## config.mk

```make
export PLATFORM = sky130hd
export DESIGN_NAME = spim_top
export DESIGN_NICKNAME = d
export VERILOG_FILES = /design/src/verilog/spim_fifo.v /design/src/verilog/spim_clkdiv.v /design/src/verilog/spim_top.v
export VERILOG_INCLUDE_DIRS = /design/src /design/src/verilog
export SDC_FILE = /design/constraint.sdc
export NUM_CORES = 1
export LEC_CHECK = 0
export ABC_CLOCK_PERIOD_IN_PS = 5200
export BUFFER_PORTS_ARGS = -buffer_cell sky130_fd_sc_hd__buf_2
export CAP_MARGIN = 10
export CORE_MARGIN = 8
export CORE_UTILIZATION = 63
export DETAILED_ROUTE_END_ITERATION = 8
export GPL_ROUTABILITY_DRIVEN = 1
export PLACE_DENSITY = 0.85
export SYNTH_ARGS = -nofsm -noshare
export SYNTH_HDL_FRONTEND = slang
export SYNTH_SLANG_ARGS = --single-unit
```

## constraint.sdc

```tcl
create_clock -name clock_i -period 5.2 [get_ports clock_i]
set_clock_uncertainty 0.1 [all_clocks]
set_input_delay 0.26 -clock clock_i [delete_from_list [all_inputs] [get_ports clock_i]]
set_output_delay 0.26 -clock clock_i [all_outputs]
set_load 0.1 [all_outputs]
```

## src/verilog/spim_consts.vh

```
// Constants for the SPI master with transmit and receive FIFOs
`ifndef SPIM_CONSTS_VH
`define SPIM_CONSTS_VH
// ==========================================================
// Register indices (byte address is four times the index)
`define SPIM_IDX_DATA 8'hB8
`define SPIM_IDX_CTRL 8'hB9
`define SPIM_IDX_STAT 8'hBA
`define SPIM_IDX_DIV 8'hBB
// ==========================================================
// Control register fields and reset value
`define SPIM_CTRL_IRQ_EN 6
`define SPIM_CTRL_SEL 5
`define SPIM_CTRL_SS_ACT 4
`define SPIM_CTRL_OVF_MSK 3
`define SPIM_CTRL_EMT_MSK 2
`define SPIM_CTRL_CPOL 1
`define SPIM_CTRL_CPHA 0
`define SPIM_CTRL_RST 7'h0C
// ==========================================================
// Status register fields
`define SPIM_STAT_TX_EMPTY 7
`define SPIM_STAT_TX_FULL 6
`define SPIM_STAT_RX_EMPTY 5
`define SPIM_STAT_RX_FULL 4
`define SPIM_STAT_OVF 3
`define SPIM_STAT_EMT 2
// ==========================================================
// Divisor reset, FIFO geometry, index of the last edge of a byte
`define SPIM_DIV_RST 8'h03
`define SPIM_FIFO_DEPTH 16
`define SPIM_FIFO_AW 4
`define SPIM_LAST_EDGE 4'hF
`endif

```

## src/verilog/spim_fifo.v

```verilog
// Byte FIFO, 16 entries, with flush
`timescale 1ns/1ps
`default_nettype none
`include "spim_consts.vh"
module spim_fifo (
    input wire clock_i,
    input wire reset_i,
    input wire flush_i,
    input wire push_i,
    input wire [7:0] din_i,
    input wire pop_i,
    output wire [7:0] dout_o,
    output wire empty_o,
    output wire full_o
);
    reg [7:0] mem [0:`SPIM_FIFO_DEPTH-1];
    reg [`SPIM_FIFO_AW:0] wptr_q;
    reg [`SPIM_FIFO_AW:0] rptr_q;

    // ==========================================================
    // Flags from the extra pointer bit
    assign empty_o = (wptr_q == rptr_q);
    assign full_o = (wptr_q[`SPIM_FIFO_AW] != rptr_q[`SPIM_FIFO_AW]) &&
        (wptr_q[`SPIM_FIFO_AW-1:0] == rptr_q[`SPIM_FIFO_AW-1:0]);
    assign dout_o = mem[rptr_q[`SPIM_FIFO_AW-1:0]];

    // Storage has no reset; only pointers matter
    always @(posedge clock_i) begin
        if (push_i && !full_o) begin
            mem[wptr_q[`SPIM_FIFO_AW-1:0]] <= din_i;
        end
    end

    // Pointers; flush beats push and pop
    always @(posedge clock_i or posedge reset_i) begin
        if (reset_i) begin
            wptr_q <= 5'h00;
            rptr_q <= 5'h00;
        end else if (flush_i) begin
            wptr_q <= 5'h00;
            rptr_q <= 5'h00;
        end else begin
            if (push_i && !full_o) begin
                wptr_q <= wptr_q + 5'h01;
            end
            if (pop_i && !empty_o) begin
                rptr_q <= rptr_q + 5'h01;
            end
        end
    end
endmodule // spim_fifo
`default_nettype wire

```

## src/verilog/spim_clkdiv.v

```verilog
// Half-period tick generator for the serial clock
`timescale 1ns/1ps
`default_nettype none
module spim_clkdiv (
    input wire clock_i,
    input wire reset_i,
    input wire run_i,
    input wire [7:0] div_i,
    output wire tick_o
);
    reg [7:0] cnt_q;

    // One tick every divisor plus one cycles while running
    assign tick_o = run_i && (cnt_q == div_i);

    // Restarts from zero so each byte gets full first half-period
    always @(posedge clock_i or posedge reset_i) begin
        if (reset_i) begin
            cnt_q <= 8'h00;
        end else if (!run_i || tick_o) begin
            cnt_q <= 8'h00;
        end else begin
            cnt_q <= cnt_q + 8'h01;
        end
    end
endmodule // spim_clkdiv
`default_nettype wire

```

## src/verilog/spim_top.v

```verilog
// SPI master with FIFOs behind an AHB-Lite register slave
`timescale 1ns/1ps
`default_nettype none
`include "spim_consts.vh"
module spim_top (
    input wire clock_i,
    input wire reset_i,
    input wire hsel_i,
    input wire [31:0] haddr_i,
    input wire [1:0] htrans_i,
    input wire hwrite_i,
    input wire [2:0] hsize_i,
    input wire hready_i,
    input wire [31:0] hwdata_i,
    output wire [31:0] hrdata_o,
    output wire hreadyout_o,
    output wire hresp_o,
    output wire irq_o,
    output wire sck_o,
    output wire mosi_o,
    input wire miso_i,
    output wire flash_select_0_n_o,
    output wire flash_select_1_n_o
);
    // ==========================================================
    // Engine states
    localparam ST_IDLE = 2'b00;
    localparam ST_SHIFT = 2'b01;
    localparam ST_DONE = 2'b10;

    // ==========================================================
    // Bus slave state
    reg act_q;
    reg wr_q;
    reg [7:0] idx_q;
    reg hreadyout_q;
    reg [31:0] hrdata_q;
    reg hresp_q;

    // ==========================================================
    // Registers
    reg [6:0] ctrl_q;
    reg [7:0] div_q;
    reg ovf_q;
    reg emt_q;
    reg emt_cond_prev_q;
    reg irq_q;

    // ==========================================================
    // Engine and pins
    reg [1:0] state_q;
    reg [3:0] edge_q;
    reg [7:0] tx_sh_q;
    reg [7:0] rx_sh_q;
    reg sck_q;
    reg mosi_q;
    reg cs0_n_q;
    reg cs1_n_q;

    // ==========================================================
    // Decoded controls and FIFO handshakes
    wire ss_act;
    wire cpol;
    wire cpha;
    wire wr_phase;
    wire rd_phase;
    wire wr_data;
    wire rd_data;
    wire wr_ctrl;
    wire wr_stat;
    wire wr_div;
    wire tx_push;
    wire tx_pop;
    wire tx_empty;
    wire tx_full;
    wire [7:0] tx_dout;
    wire rx_push;
    wire rx_pop;
    wire rx_empty;
    wire rx_full;
    wire [7:0] rx_dout;
    wire tick;
    wire sample_edge;
    wire ovf_set;
    wire emt_cond;
    wire emt_set;
    wire [7:0] status;

    assign ss_act = ctrl_q[`SPIM_CTRL_SS_ACT];
    assign cpol = ctrl_q[`SPIM_CTRL_CPOL];
    assign cpha = ctrl_q[`SPIM_CTRL_CPHA];

    // Data phase is the single cycle after an accepted address
    assign wr_phase = act_q && wr_q;
    assign rd_phase = act_q && !wr_q;
    assign wr_data = wr_phase && (idx_q == `SPIM_IDX_DATA);
    assign rd_data = rd_phase && (idx_q == `SPIM_IDX_DATA);
    assign wr_ctrl = wr_phase && (idx_q == `SPIM_IDX_CTRL);
    assign wr_stat = wr_phase && (idx_q == `SPIM_IDX_STAT);
    assign wr_div = wr_phase && (idx_q == `SPIM_IDX_DIV);

    // ==========================================================
    // FIFO traffic
    assign tx_push = wr_data && !tx_full;
    assign tx_pop = (state_q == ST_IDLE) && ss_act && !tx_empty;
    assign rx_push = (state_q == ST_DONE) && !rx_full;
    assign rx_pop = rd_data && !rx_empty;

    // Dropped bytes in either direction raise overflow
    assign ovf_set = (wr_data && tx_full) ||
        ((state_q == ST_DONE) && rx_full);

    // Edge detect so a clear sticks while the engine stays idle
    assign emt_cond = tx_empty && (state_q == ST_IDLE);
    assign emt_set = emt_cond && !emt_cond_prev_q;

    // Live status image
    assign status = {tx_empty, tx_full, rx_empty, rx_full,
        ovf_q, emt_q, 2'b00};

    // Leading edges are even; phase 0 samples on them
    assign sample_edge = (edge_q[0] == cpha);

    // ==========================================================
    // Transmit FIFO, held empty while select is inactive
    spim_fifo u_tx_fifo (
        .clock_i(clock_i),
        .reset_i(reset_i),
        .flush_i(!ss_act),
        .push_i(tx_push),
        .din_i(hwdata_i[7:0]),
        .pop_i(tx_pop),
        .dout_o(tx_dout),
        .empty_o(tx_empty),
        .full_o(tx_full)
    );

    // Receive FIFO, flushed with the transmit FIFO while select is inactive
    spim_fifo u_rx_fifo (
        .clock_i(clock_i),
        .reset_i(reset_i),
        .flush_i(!ss_act),
        .push_i(rx_push),
        .din_i(rx_sh_q),
        .pop_i(rx_pop),
        .dout_o(rx_dout),
        .empty_o(rx_empty),
        .full_o(rx_full)
    );

    // Serial clock half-period timer
    spim_clkdiv u_clkdiv (
        .clock_i(clock_i),
        .reset_i(reset_i),
        .run_i(state_q == ST_SHIFT),
        .div_i(div_q),
        .tick_o(tick)
    );

    // ==========================================================
    // AHB-Lite slave: one wait state on every transfer so read
    // data can come from a flop; size is ignored, low byte used
    always @(posedge clock_i or posedge reset_i) begin
        if (reset_i) begin
            act_q <= 1'b0;
            wr_q <= 1'b0;
            idx_q <= 8'h00;
            hreadyout_q <= 1'b1;
            hresp_q <= 1'b0;
        end else begin
            hresp_q <= 1'b0;
            if (hready_i && hsel_i && htrans_i[1]) begin
                act_q <= 1'b1;
                wr_q <= hwrite_i;
                idx_q <= haddr_i[9:2];
                hreadyout_q <= 1'b0;
            end else if (act_q) begin
                act_q <= 1'b0;
                hreadyout_q <= 1'b1;
            end
        end
    end

    // Read mux; unmapped and empty reads return zero
    always @(posedge clock_i or posedge reset_i) begin
        if (reset_i) begin
            hrdata_q <= 32'h0000_0000;
        end else if (rd_phase) begin
            case (idx_q)
                `SPIM_IDX_DATA: hrdata_q <= {24'h000000,
                    (rx_empty ? 8'h00 : rx_dout)};
                `SPIM_IDX_CTRL: hrdata_q <= {25'h0000000, ctrl_q};
                `SPIM_IDX_STAT: hrdata_q <= {24'h000000, status};
                `SPIM_IDX_DIV: hrdata_q <= {24'h000000, div_q};
                default: hrdata_q <= 32'h0000_0000;
            endcase
        end
    end

    // ==========================================================
    // Control and divisor registers
    always @(posedge clock_i or posedge reset_i) begin
        if (reset_i) begin
            ctrl_q <= `SPIM_CTRL_RST;
            div_q <= `SPIM_DIV_RST;
        end else begin
            if (wr_ctrl) begin
                ctrl_q <= hwdata_i[6:0];
            end
            if (wr_div) begin
                div_q <= hwdata_i[7:0];
            end
        end
    end

    // Sticky flags: a set in the clearing cycle wins
    always @(posedge clock_i or posedge reset_i) begin
        if (reset_i) begin
            ovf_q <= 1'b0;
            emt_q <= 1'b0;
            emt_cond_prev_q <= 1'b1;
        end else begin
            emt_cond_prev_q <= emt_cond;
            if (ovf_set) begin
                ovf_q <= 1'b1;
            end else if (wr_stat && hwdata_i[`SPIM_STAT_OVF]) begin
                ovf_q <= 1'b0;
            end
            if (emt_set) begin
                emt_q <= 1'b1;
            end else if (wr_stat && hwdata_i[`SPIM_STAT_EMT]) begin
                emt_q <= 1'b0;
            end
        end
    end

    // Interrupt: enable gates it, flags still update underneath
    always @(posedge clock_i or posedge reset_i) begin
        if (reset_i) begin
            irq_q <= 1'b0;
        end else begin
            irq_q <= ctrl_q[`SPIM_CTRL_IRQ_EN] &&
                ((ovf_q && !ctrl_q[`SPIM_CTRL_OVF_MSK]) ||
                (emt_q && !ctrl_q[`SPIM_CTRL_EMT_MSK]));
        end
    end

    // ==========================================================
    // Slave select pins: unselected pin always high
    always @(posedge clock_i or posedge reset_i) begin
        if (reset_i) begin
            cs0_n_q <= 1'b1;
            cs1_n_q <= 1'b1;
        end else begin
            cs0_n_q <= !(ss_act && !ctrl_q[`SPIM_CTRL_SEL]);
            cs1_n_q <= !(ss_act && ctrl_q[`SPIM_CTRL_SEL]);
        end
    end

    // ==========================================================
    // Byte engine: 16 clock edges per byte. Mode is read live,
    // so changing it mid-byte corrupts that byte
    always @(posedge clock_i or posedge reset_i) begin
        if (reset_i) begin
            state_q <= ST_IDLE;
            edge_q <= 4'h0;
            tx_sh_q <= 8'h00;
            rx_sh_q <= 8'h00;
            sck_q <= 1'b0;
            mosi_q <= 1'b0;
        end else if (!ss_act) begin
            state_q <= ST_IDLE;
            edge_q <= 4'h0;
            sck_q <= cpol;
        end else begin
            case (state_q)
                ST_IDLE: begin
                    sck_q <= cpol;
                    edge_q <= 4'h0;
                    if (tx_pop) begin
                        tx_sh_q <= tx_dout;
                        state_q <= ST_SHIFT;
                        if (!cpha) begin
                            // Phase 0 needs bit 7 before the first edge
                            mosi_q <= tx_dout[7];
                            tx_sh_q <= {tx_dout[6:0], 1'b0};
                        end
                    end
                end
                ST_SHIFT: begin
                    if (tick) begin
                        sck_q <= !sck_q;
                        edge_q <= edge_q + 4'h1;
                        if (sample_edge) begin
                            rx_sh_q <= {rx_sh_q[6:0], miso_i};
                        end else if (edge_q != `SPIM_LAST_EDGE) begin
                            mosi_q <= tx_sh_q[7];
                            tx_sh_q <= {tx_sh_q[6:0], 1'b0};
                        end
                        if (edge_q == `SPIM_LAST_EDGE) begin
                            state_q <= ST_DONE;
                        end
                    end
                end
                ST_DONE: begin
                    // Captured byte is pushed this cycle
                    state_q <= ST_IDLE;
                end
                default: begin
                    state_q <= ST_IDLE;
                end
            endcase
        end
    end

    // ==========================================================
    // Outputs straight from flops
    assign hrdata_o = hrdata_q;
    assign hreadyout_o = hreadyout_q;
    assign hresp_o = hresp_q;
    assign irq_o = irq_q;
    assign sck_o = sck_q;
    assign mosi_o = mosi_q;
    assign flash_select_0_n_o = cs0_n_q;
    assign flash_select_1_n_o = cs1_n_q;
endmodule // spim_top
`default_nettype wire

```

-- Word-level counts from Yosys, hierarchy flattened
Memory sizes are Yosys's and may differ from the RTL's.
Cells that the tools add are included.
- equality and inequality tests: 29
- reductions and logical operators: 58
- mux-type cells: 45
- add/subtract/negate cells: 6
- operator list (kind ; count):
    two-way mux 8 bit ; 7
    two-way mux 5 bit ; 8
    == test 8 bit, second input constant ; 4
    logical AND 1 bit ; 32
    one-hot mux 8 bit (4 select lines) ; 1
    adder 5 x 1 -> 5 bit, second input constant ; 4
    two-way mux 1 bit ; 18
    one-hot mux 8 bit (2 select lines) ; 1
    logical NOT 1 bit ; 13
    == test 5 bit ; 2
    inequality test 2 x 1 -> 1 bit, second input constant ; 5
    adder 8 x 1 -> 8 bit, second input constant ; 1
    == test 4 bit ; 2
    == test 8 bit ; 1
    two-way mux 2 bit ; 4
    two-way mux 4 bit ; 2
    inequality test 2 bit, second input constant ; 4
    one-hot mux 4 bit (2 select lines) ; 1
    nonzero test 2 bit ; 4
    AND reduction 7 bit ; 1
    inequality test 3 bit, second input constant ; 2
    AND reduction 6 bit ; 1
    adder 4 x 1 -> 4 bit, second input constant ; 1
    == test 4 bit, second input constant ; 1
    other kinds (14) ; 18
- bits of input ports: 75
- memories: 2
- flip-flop bits (word level): 116
- logic and storage cells: 164
- bits in writable memories: 256
- output and inout port bits: 39
- memory list (memory ; depth ; width ; read ports ; clocked after memory_dff ; wr ports ; RTL line ; text):
    u_rx_fifo.mem ; 16 ; 8 ; 1 ; 0 ; 1 ; spim_fifo.v:16 ; reg [7:0] mem [0:`SPIM_FIFO_DEPTH-1];
    u_tx_fifo.mem ; 16 ; 8 ; 1 ; 0 ; 1 ; spim_fifo.v:16 ;

-- Longest topological paths before layout
- word-level depth: 7
- mapped depth: 8
- mapped depth without buffers: 6

-- By module
Synthesis repeated with hierarchy kept, for this count alone.
- cell total of the unflattened synthesis: 958
- area, all modules: 15339.7 um2
- modules (own cells, without submodules) (module ; area each (um2) ; times used ; cells an instance):
    spim_fifo at u_rx_fifo ; 5779.3 ; 1 ; 307
    spim_fifo at u_tx_fifo ; 5778.0 ; 1 ; 310
    spim_top ; 3291.9 ; 1 ; 294
    spim_clkdiv ; 490.5 ; 1 ; 47

-- Worst setup path before layout
Ideal clock, no wire load.
- path type: register -> register
- start: reg idx_q[6]
- end: mem u_tx_fifo.mem[11][0] (enable)
- path slack: 2.817 ns
- cell stages (with the launch flop): 5
- data required time: 4.717 ns
- arrival: 1.899 ns
- buffers on the path: 0
- setup time: 0.383 ns
- period minus slack after synthesis: 2.383 ns
- cells stage by stage: dfrtp_1 > nand4b_1 > nor4_4 > o2111ai_1 > nor3_1
- longest elaborated chain between the ends: 6
- ends and longest elaborated chain (element ; RTL line ; text):
    start, declared ; spim_top.v:35 ; reg [7:0] idx_q;
    start signal, assigned ; spim_top.v:175 ; idx_q <= haddr_i[9:2];
    == test 8 bit ; n/a ;
    logical AND 1 bit ; spim_top.v:96 ; assign wr_data = wr_phase && (idx_q == `SPIM_IDX_DATA);
    logical AND 1 bit ; spim_top.v:104 ; assign tx_push = wr_data && !tx_full;
    logical AND 1 bit ; spim_fifo.v:29 ; if (push_i && !full_o) begin
    two-way mux 1 bit ; spim_fifo.v:29 ;
    two-way mux 1 bit ; spim_fifo.v:30 ; mem[wptr_q[`SPIM_FIFO_AW-1:0]] <= din_i;
    end, declared ; spim_fifo.v:16 ;
No other way between the ends.

-- Worst setup path in the final report
- start: reg u_tx_fifo.rptr_q[0]
- end: mem u_tx_fifo.mem[11][3] (enable)
- longest elaborated chain between the ends: 7
- ends and longest elaborated chain (element ; RTL line ; text):
    start, declared ; spim_fifo.v:18 ; reg [`SPIM_FIFO_AW:0] rptr_q;
    start signal, assigned ; spim_fifo.v:47 ; rptr_q <= rptr_q + 5'h01;
    == test 4 bit (*) ; spim_fifo.v:24 ; (wptr_q[`SPIM_FIFO_AW-1:0] == rptr_q[`SPIM_FIFO_AW-1:0]);
    logical AND 1 bit (*) ; spim_fifo.v:23 ; assign full_o = (wptr_q[`SPIM_FIFO_AW] != rptr_q[`SPIM_FIFO_AW]) &&
    logical NOT 1 bit (*) ; spim_fifo.v:29, spim_top.v:104 ;
    logical AND 1 bit ; spim_top.v:104 ;
    logical AND 1 bit (*) ; spim_fifo.v:29 ;
    two-way mux 1 bit (*) ; spim_fifo.v:29 ;
    two-way mux 1 bit (*) ; spim_fifo.v:30 ;
Mark *: on every way between the ends. The rest lies on a longest branch, timed or not.

==> results.md <==
- Detailed Routing Iterations Pass 1: 7
- Setup violators final: 0
- Die area: 29000 sq um
- Yosys top cell by area: edfxtp_1
- Port-buffer cells: 36
- Ys async rst share: 26.4%
- Post-route ant nets: 0
- Overflow left after global routing: 0
- Clock buffer depth: 3
- Cts bufs inserted: 36
- Compound-Gate Fraction of Synth Area: 4.67%
- Fmax: 300 MHz
- Initial antenna violation count: 0
- First-pass GRT wire length: 50.9 mm
- CTS tree: yes
- Fin crit share: 64.0%
- Die W: 170 um
- Final Slew Violations: 0
- Number of flops mapped to enable cells by yosys: 256
- Postcts setup bufs: 0
- Clk sinks: 348
- Placer Congestion: 0.810
- Critical path class: reg -> reg
- Via density: 6.46
- CTS Root Cell: clkbuf_16
- Yosys top cell area share: 51.2%
- Share of cells above drive strength 1: 23.7%
- WP data arrival: 3.36 ns
- Actual slew at the worst max-slew pin: 1.17 ns
- Ports: 114
- FILL cells: 1430
- Worst hold-check path type: in -> reg
- WL/cell: 25.1 um
- Core ar.: 23500 sq um
- Vias in the first global route: 8790
- Run status: finished clean
- Setup crit end kind: flop
- DP HPWL: 19.5 mm
- Final setup margin: 1.87 ns
- Top FF cell, synth: edfxtp_1
- Smallest hold slack: 0.0573 ns
- CP startpoint kind: flop
- Sequential share of the synthesized area: 66.6%
- Crit-path max FO: 20
- Reg clk slew, reported paths: 0.06 ns
- Vert. Die Dim: 170 um
- Headroom to the max-slew limit: 22.2%
- Worst slack at placement: 1.92 ns
- Row count: 56
- Largest family of logic cells by synthesized area: multiplexers
- CTS H-Tree Depth: 2
- Gr usage total: 23.0%
- Area grow syn2layout: 10.7%
- Synth cell types: 62
- Peak VDD IR: 0.288 mV
- Most frequent cells in the layout: edfxtp_1, dfrtp_1, mux2_2
- Top cells by area, synth: edfxtp_1, dfrtp_1, mux4_2, mux2_2, mux4_1
- Ys Warns: 0
- Nets: 1043
- Initial Utilization: 64.0%
- Total leakage power: 5.64 nW
- Largest net degree at the start of global routing: 70
- Leading cell type in the layout, fill and taps excluded: edfxtp_1
- Period minus WS final: 3.33 ns
- Synth Area per Inst: 16.5 sq um
- Synth Area in Simple Gates: 6.99%
- Data required time of the worst path: 5.23 ns
- # DRC: 0
- Mapped Cells: 909
- Pwr dens: 349 nW/um^2
- Hold Vio Cnt, Final: 0
- Setup TNS: 0 ns
- Worst-skew pair later-pin latency: 0.52 ns
- Synth Area in XOR/XNOR: 2.04%
- Via count: 8422
- Antenna diodes: 0
- Adder-Cell Fraction of Synth Area: 1.00%
- Max cap viols: 0
- WL final: 32.7 mm
- Post-synthesis mux area share: 15.6%
- RSZ-0062 raised after global routing: no
- Initial drt markers: 899
- Post-Syn Area: 15000 sq um
- Number of synthesized register bits: 348
## cells by family after synthesis
family / count (synthesis)
AND/OR/NAND/NOR: 190
buffers and inverters: 82
AO/OA/AOI/OAI: 98
flip-flops: 348
adder cells (fa/ha/maj): 12
XOR/XNOR: 35
other: 1
multiplexers: 143
## path summary, 6_finish.rpt
check                           cells past startpoint  slack, ns                       startpoint                         endpoint
worst max-delay path                                4       1.87  u_tx_fifo.rptr_q[0]$_DFFE_PP0P_   u_tx_fifo.mem[11][3]$_DFFE_PP_
worst min-delay path                                1       0.06                      hwdata_i[0]    u_tx_fifo.mem[4][0]$_DFFE_PP_
worst max register to register                      4       1.87  u_tx_fifo.rptr_q[0]$_DFFE_PP0P_   u_tx_fifo.mem[11][3]$_DFFE_PP_
worst min register to register                      2       0.39          hreadyout_o$_DFFE_PP1P_          hreadyout_o$_DFFE_PP1P_
max in group asynchronous                           4       3.54                          reset_i  u_rx_fifo.rptr_q[0]$_DFFE_PP0P_
min in group asynchronous                           3       0.15                          reset_i             idx_q[2]$_DFFE_PP0P_
## critical path: stages (launching register included)
cell and delay, ns:
dfrtp_1 0.97, xnor2_1 0.15, nand4_1 0.38, o2111ai_1 0.38, nor3_1 0.96
## where the power goes
group | switching (W) | leakage (nW) | internal, W
Clock | 0.00105 | 0.593 | 0.00152
Combinational | 0.000167 | 1.81 | 0.0000463
Sequential | 0.0000278 | 3.24 | 0.00299
## timing repair
| item | CTS | global route |
|---|---|---|
| hold endpoints to repair | 33 | 0 |
| hold buffers | 11 | 0 |
| resized for setup | 0 | 0 |
## metal layers
layer / GRT usage (%) / share of wire (%) / wire length (um)
met5: 0 / 0 / 0
met4: 9.12 / 3.4 / 1120
met3: 3.57 / 6.3 / 2080
met2: 40.3 / 52 / 17100
met1: 28.3 / 38 / 12400
## flip-flops by register name, summed over array words and instances, names as in the netlist, 2 cells and up
register and count:
ctrl_q 7, u_tx_fifo.mem 128, idx_q 8, div_q 8
state_q 2, tx_sh_q 8, u_tx_fifo.rptr_q 5, u_rx_fifo.wptr_q 5
u_rx_fifo.mem 128, u_tx_fifo.wptr_q 5, u_clkdiv.cnt_q 8, hrdata_o 8
rx_sh_q 8, edge_q 4, u_rx_fifo.rptr_q 5
## cell type report
| class | instances | area (sq um) | area share [%] |
|---|---|---|---|
| clock inverters | 19 | 185 | 1.11 |
| clock buffers | 47 | 1000 | 6.04 |
| inverters | 12 | 47.5 | 0.286 |
| flip-flops and latches | 348 | 10000 | 60.1 |
| multi-input cells | 503 | 4640 | 27.9 |
| well taps | 319 | 399 | 2.40 |
| repair buffers | 55 | 350 | 2.11 |
## cell usage after synthesis (6+ instances only)
cell and number:
edfxtp_1 256, dfrtp_1 84, mux2_2 59, mux4_2 51, nand2_1 35, and3_1 29, buf_4 27, nor2_1 27
nor2b_1 24, nand3_1 23, o21ai_0 23, mux2i_1 21, clkbuf_1 20, xnor2_1 19, buf_2 16, xor2_1 16
a211oi_1 12, ha_1 12, mux4_1 12, and2_1 11, inv_1 11, nand2b_1 11, o22ai_1 11, a221o_1 8
dfstp_2 8, nor3_1 8, o221ai_1 6
## stage by stage
step	util, %	cell area [sq um]	total power, W	cells
after floorplan	-	15100	0.00324	933
after global placement	65.3	15300	0.00327	1226
after detailed placement	65.3	15300	0.00327	1226
after CTS	70.8	16600	0.00582	1303
after global routing	70.8	16600	0.00594	1303
final	70.8	16600	0.00580	1303
Power figures use the tool's default switching activity.
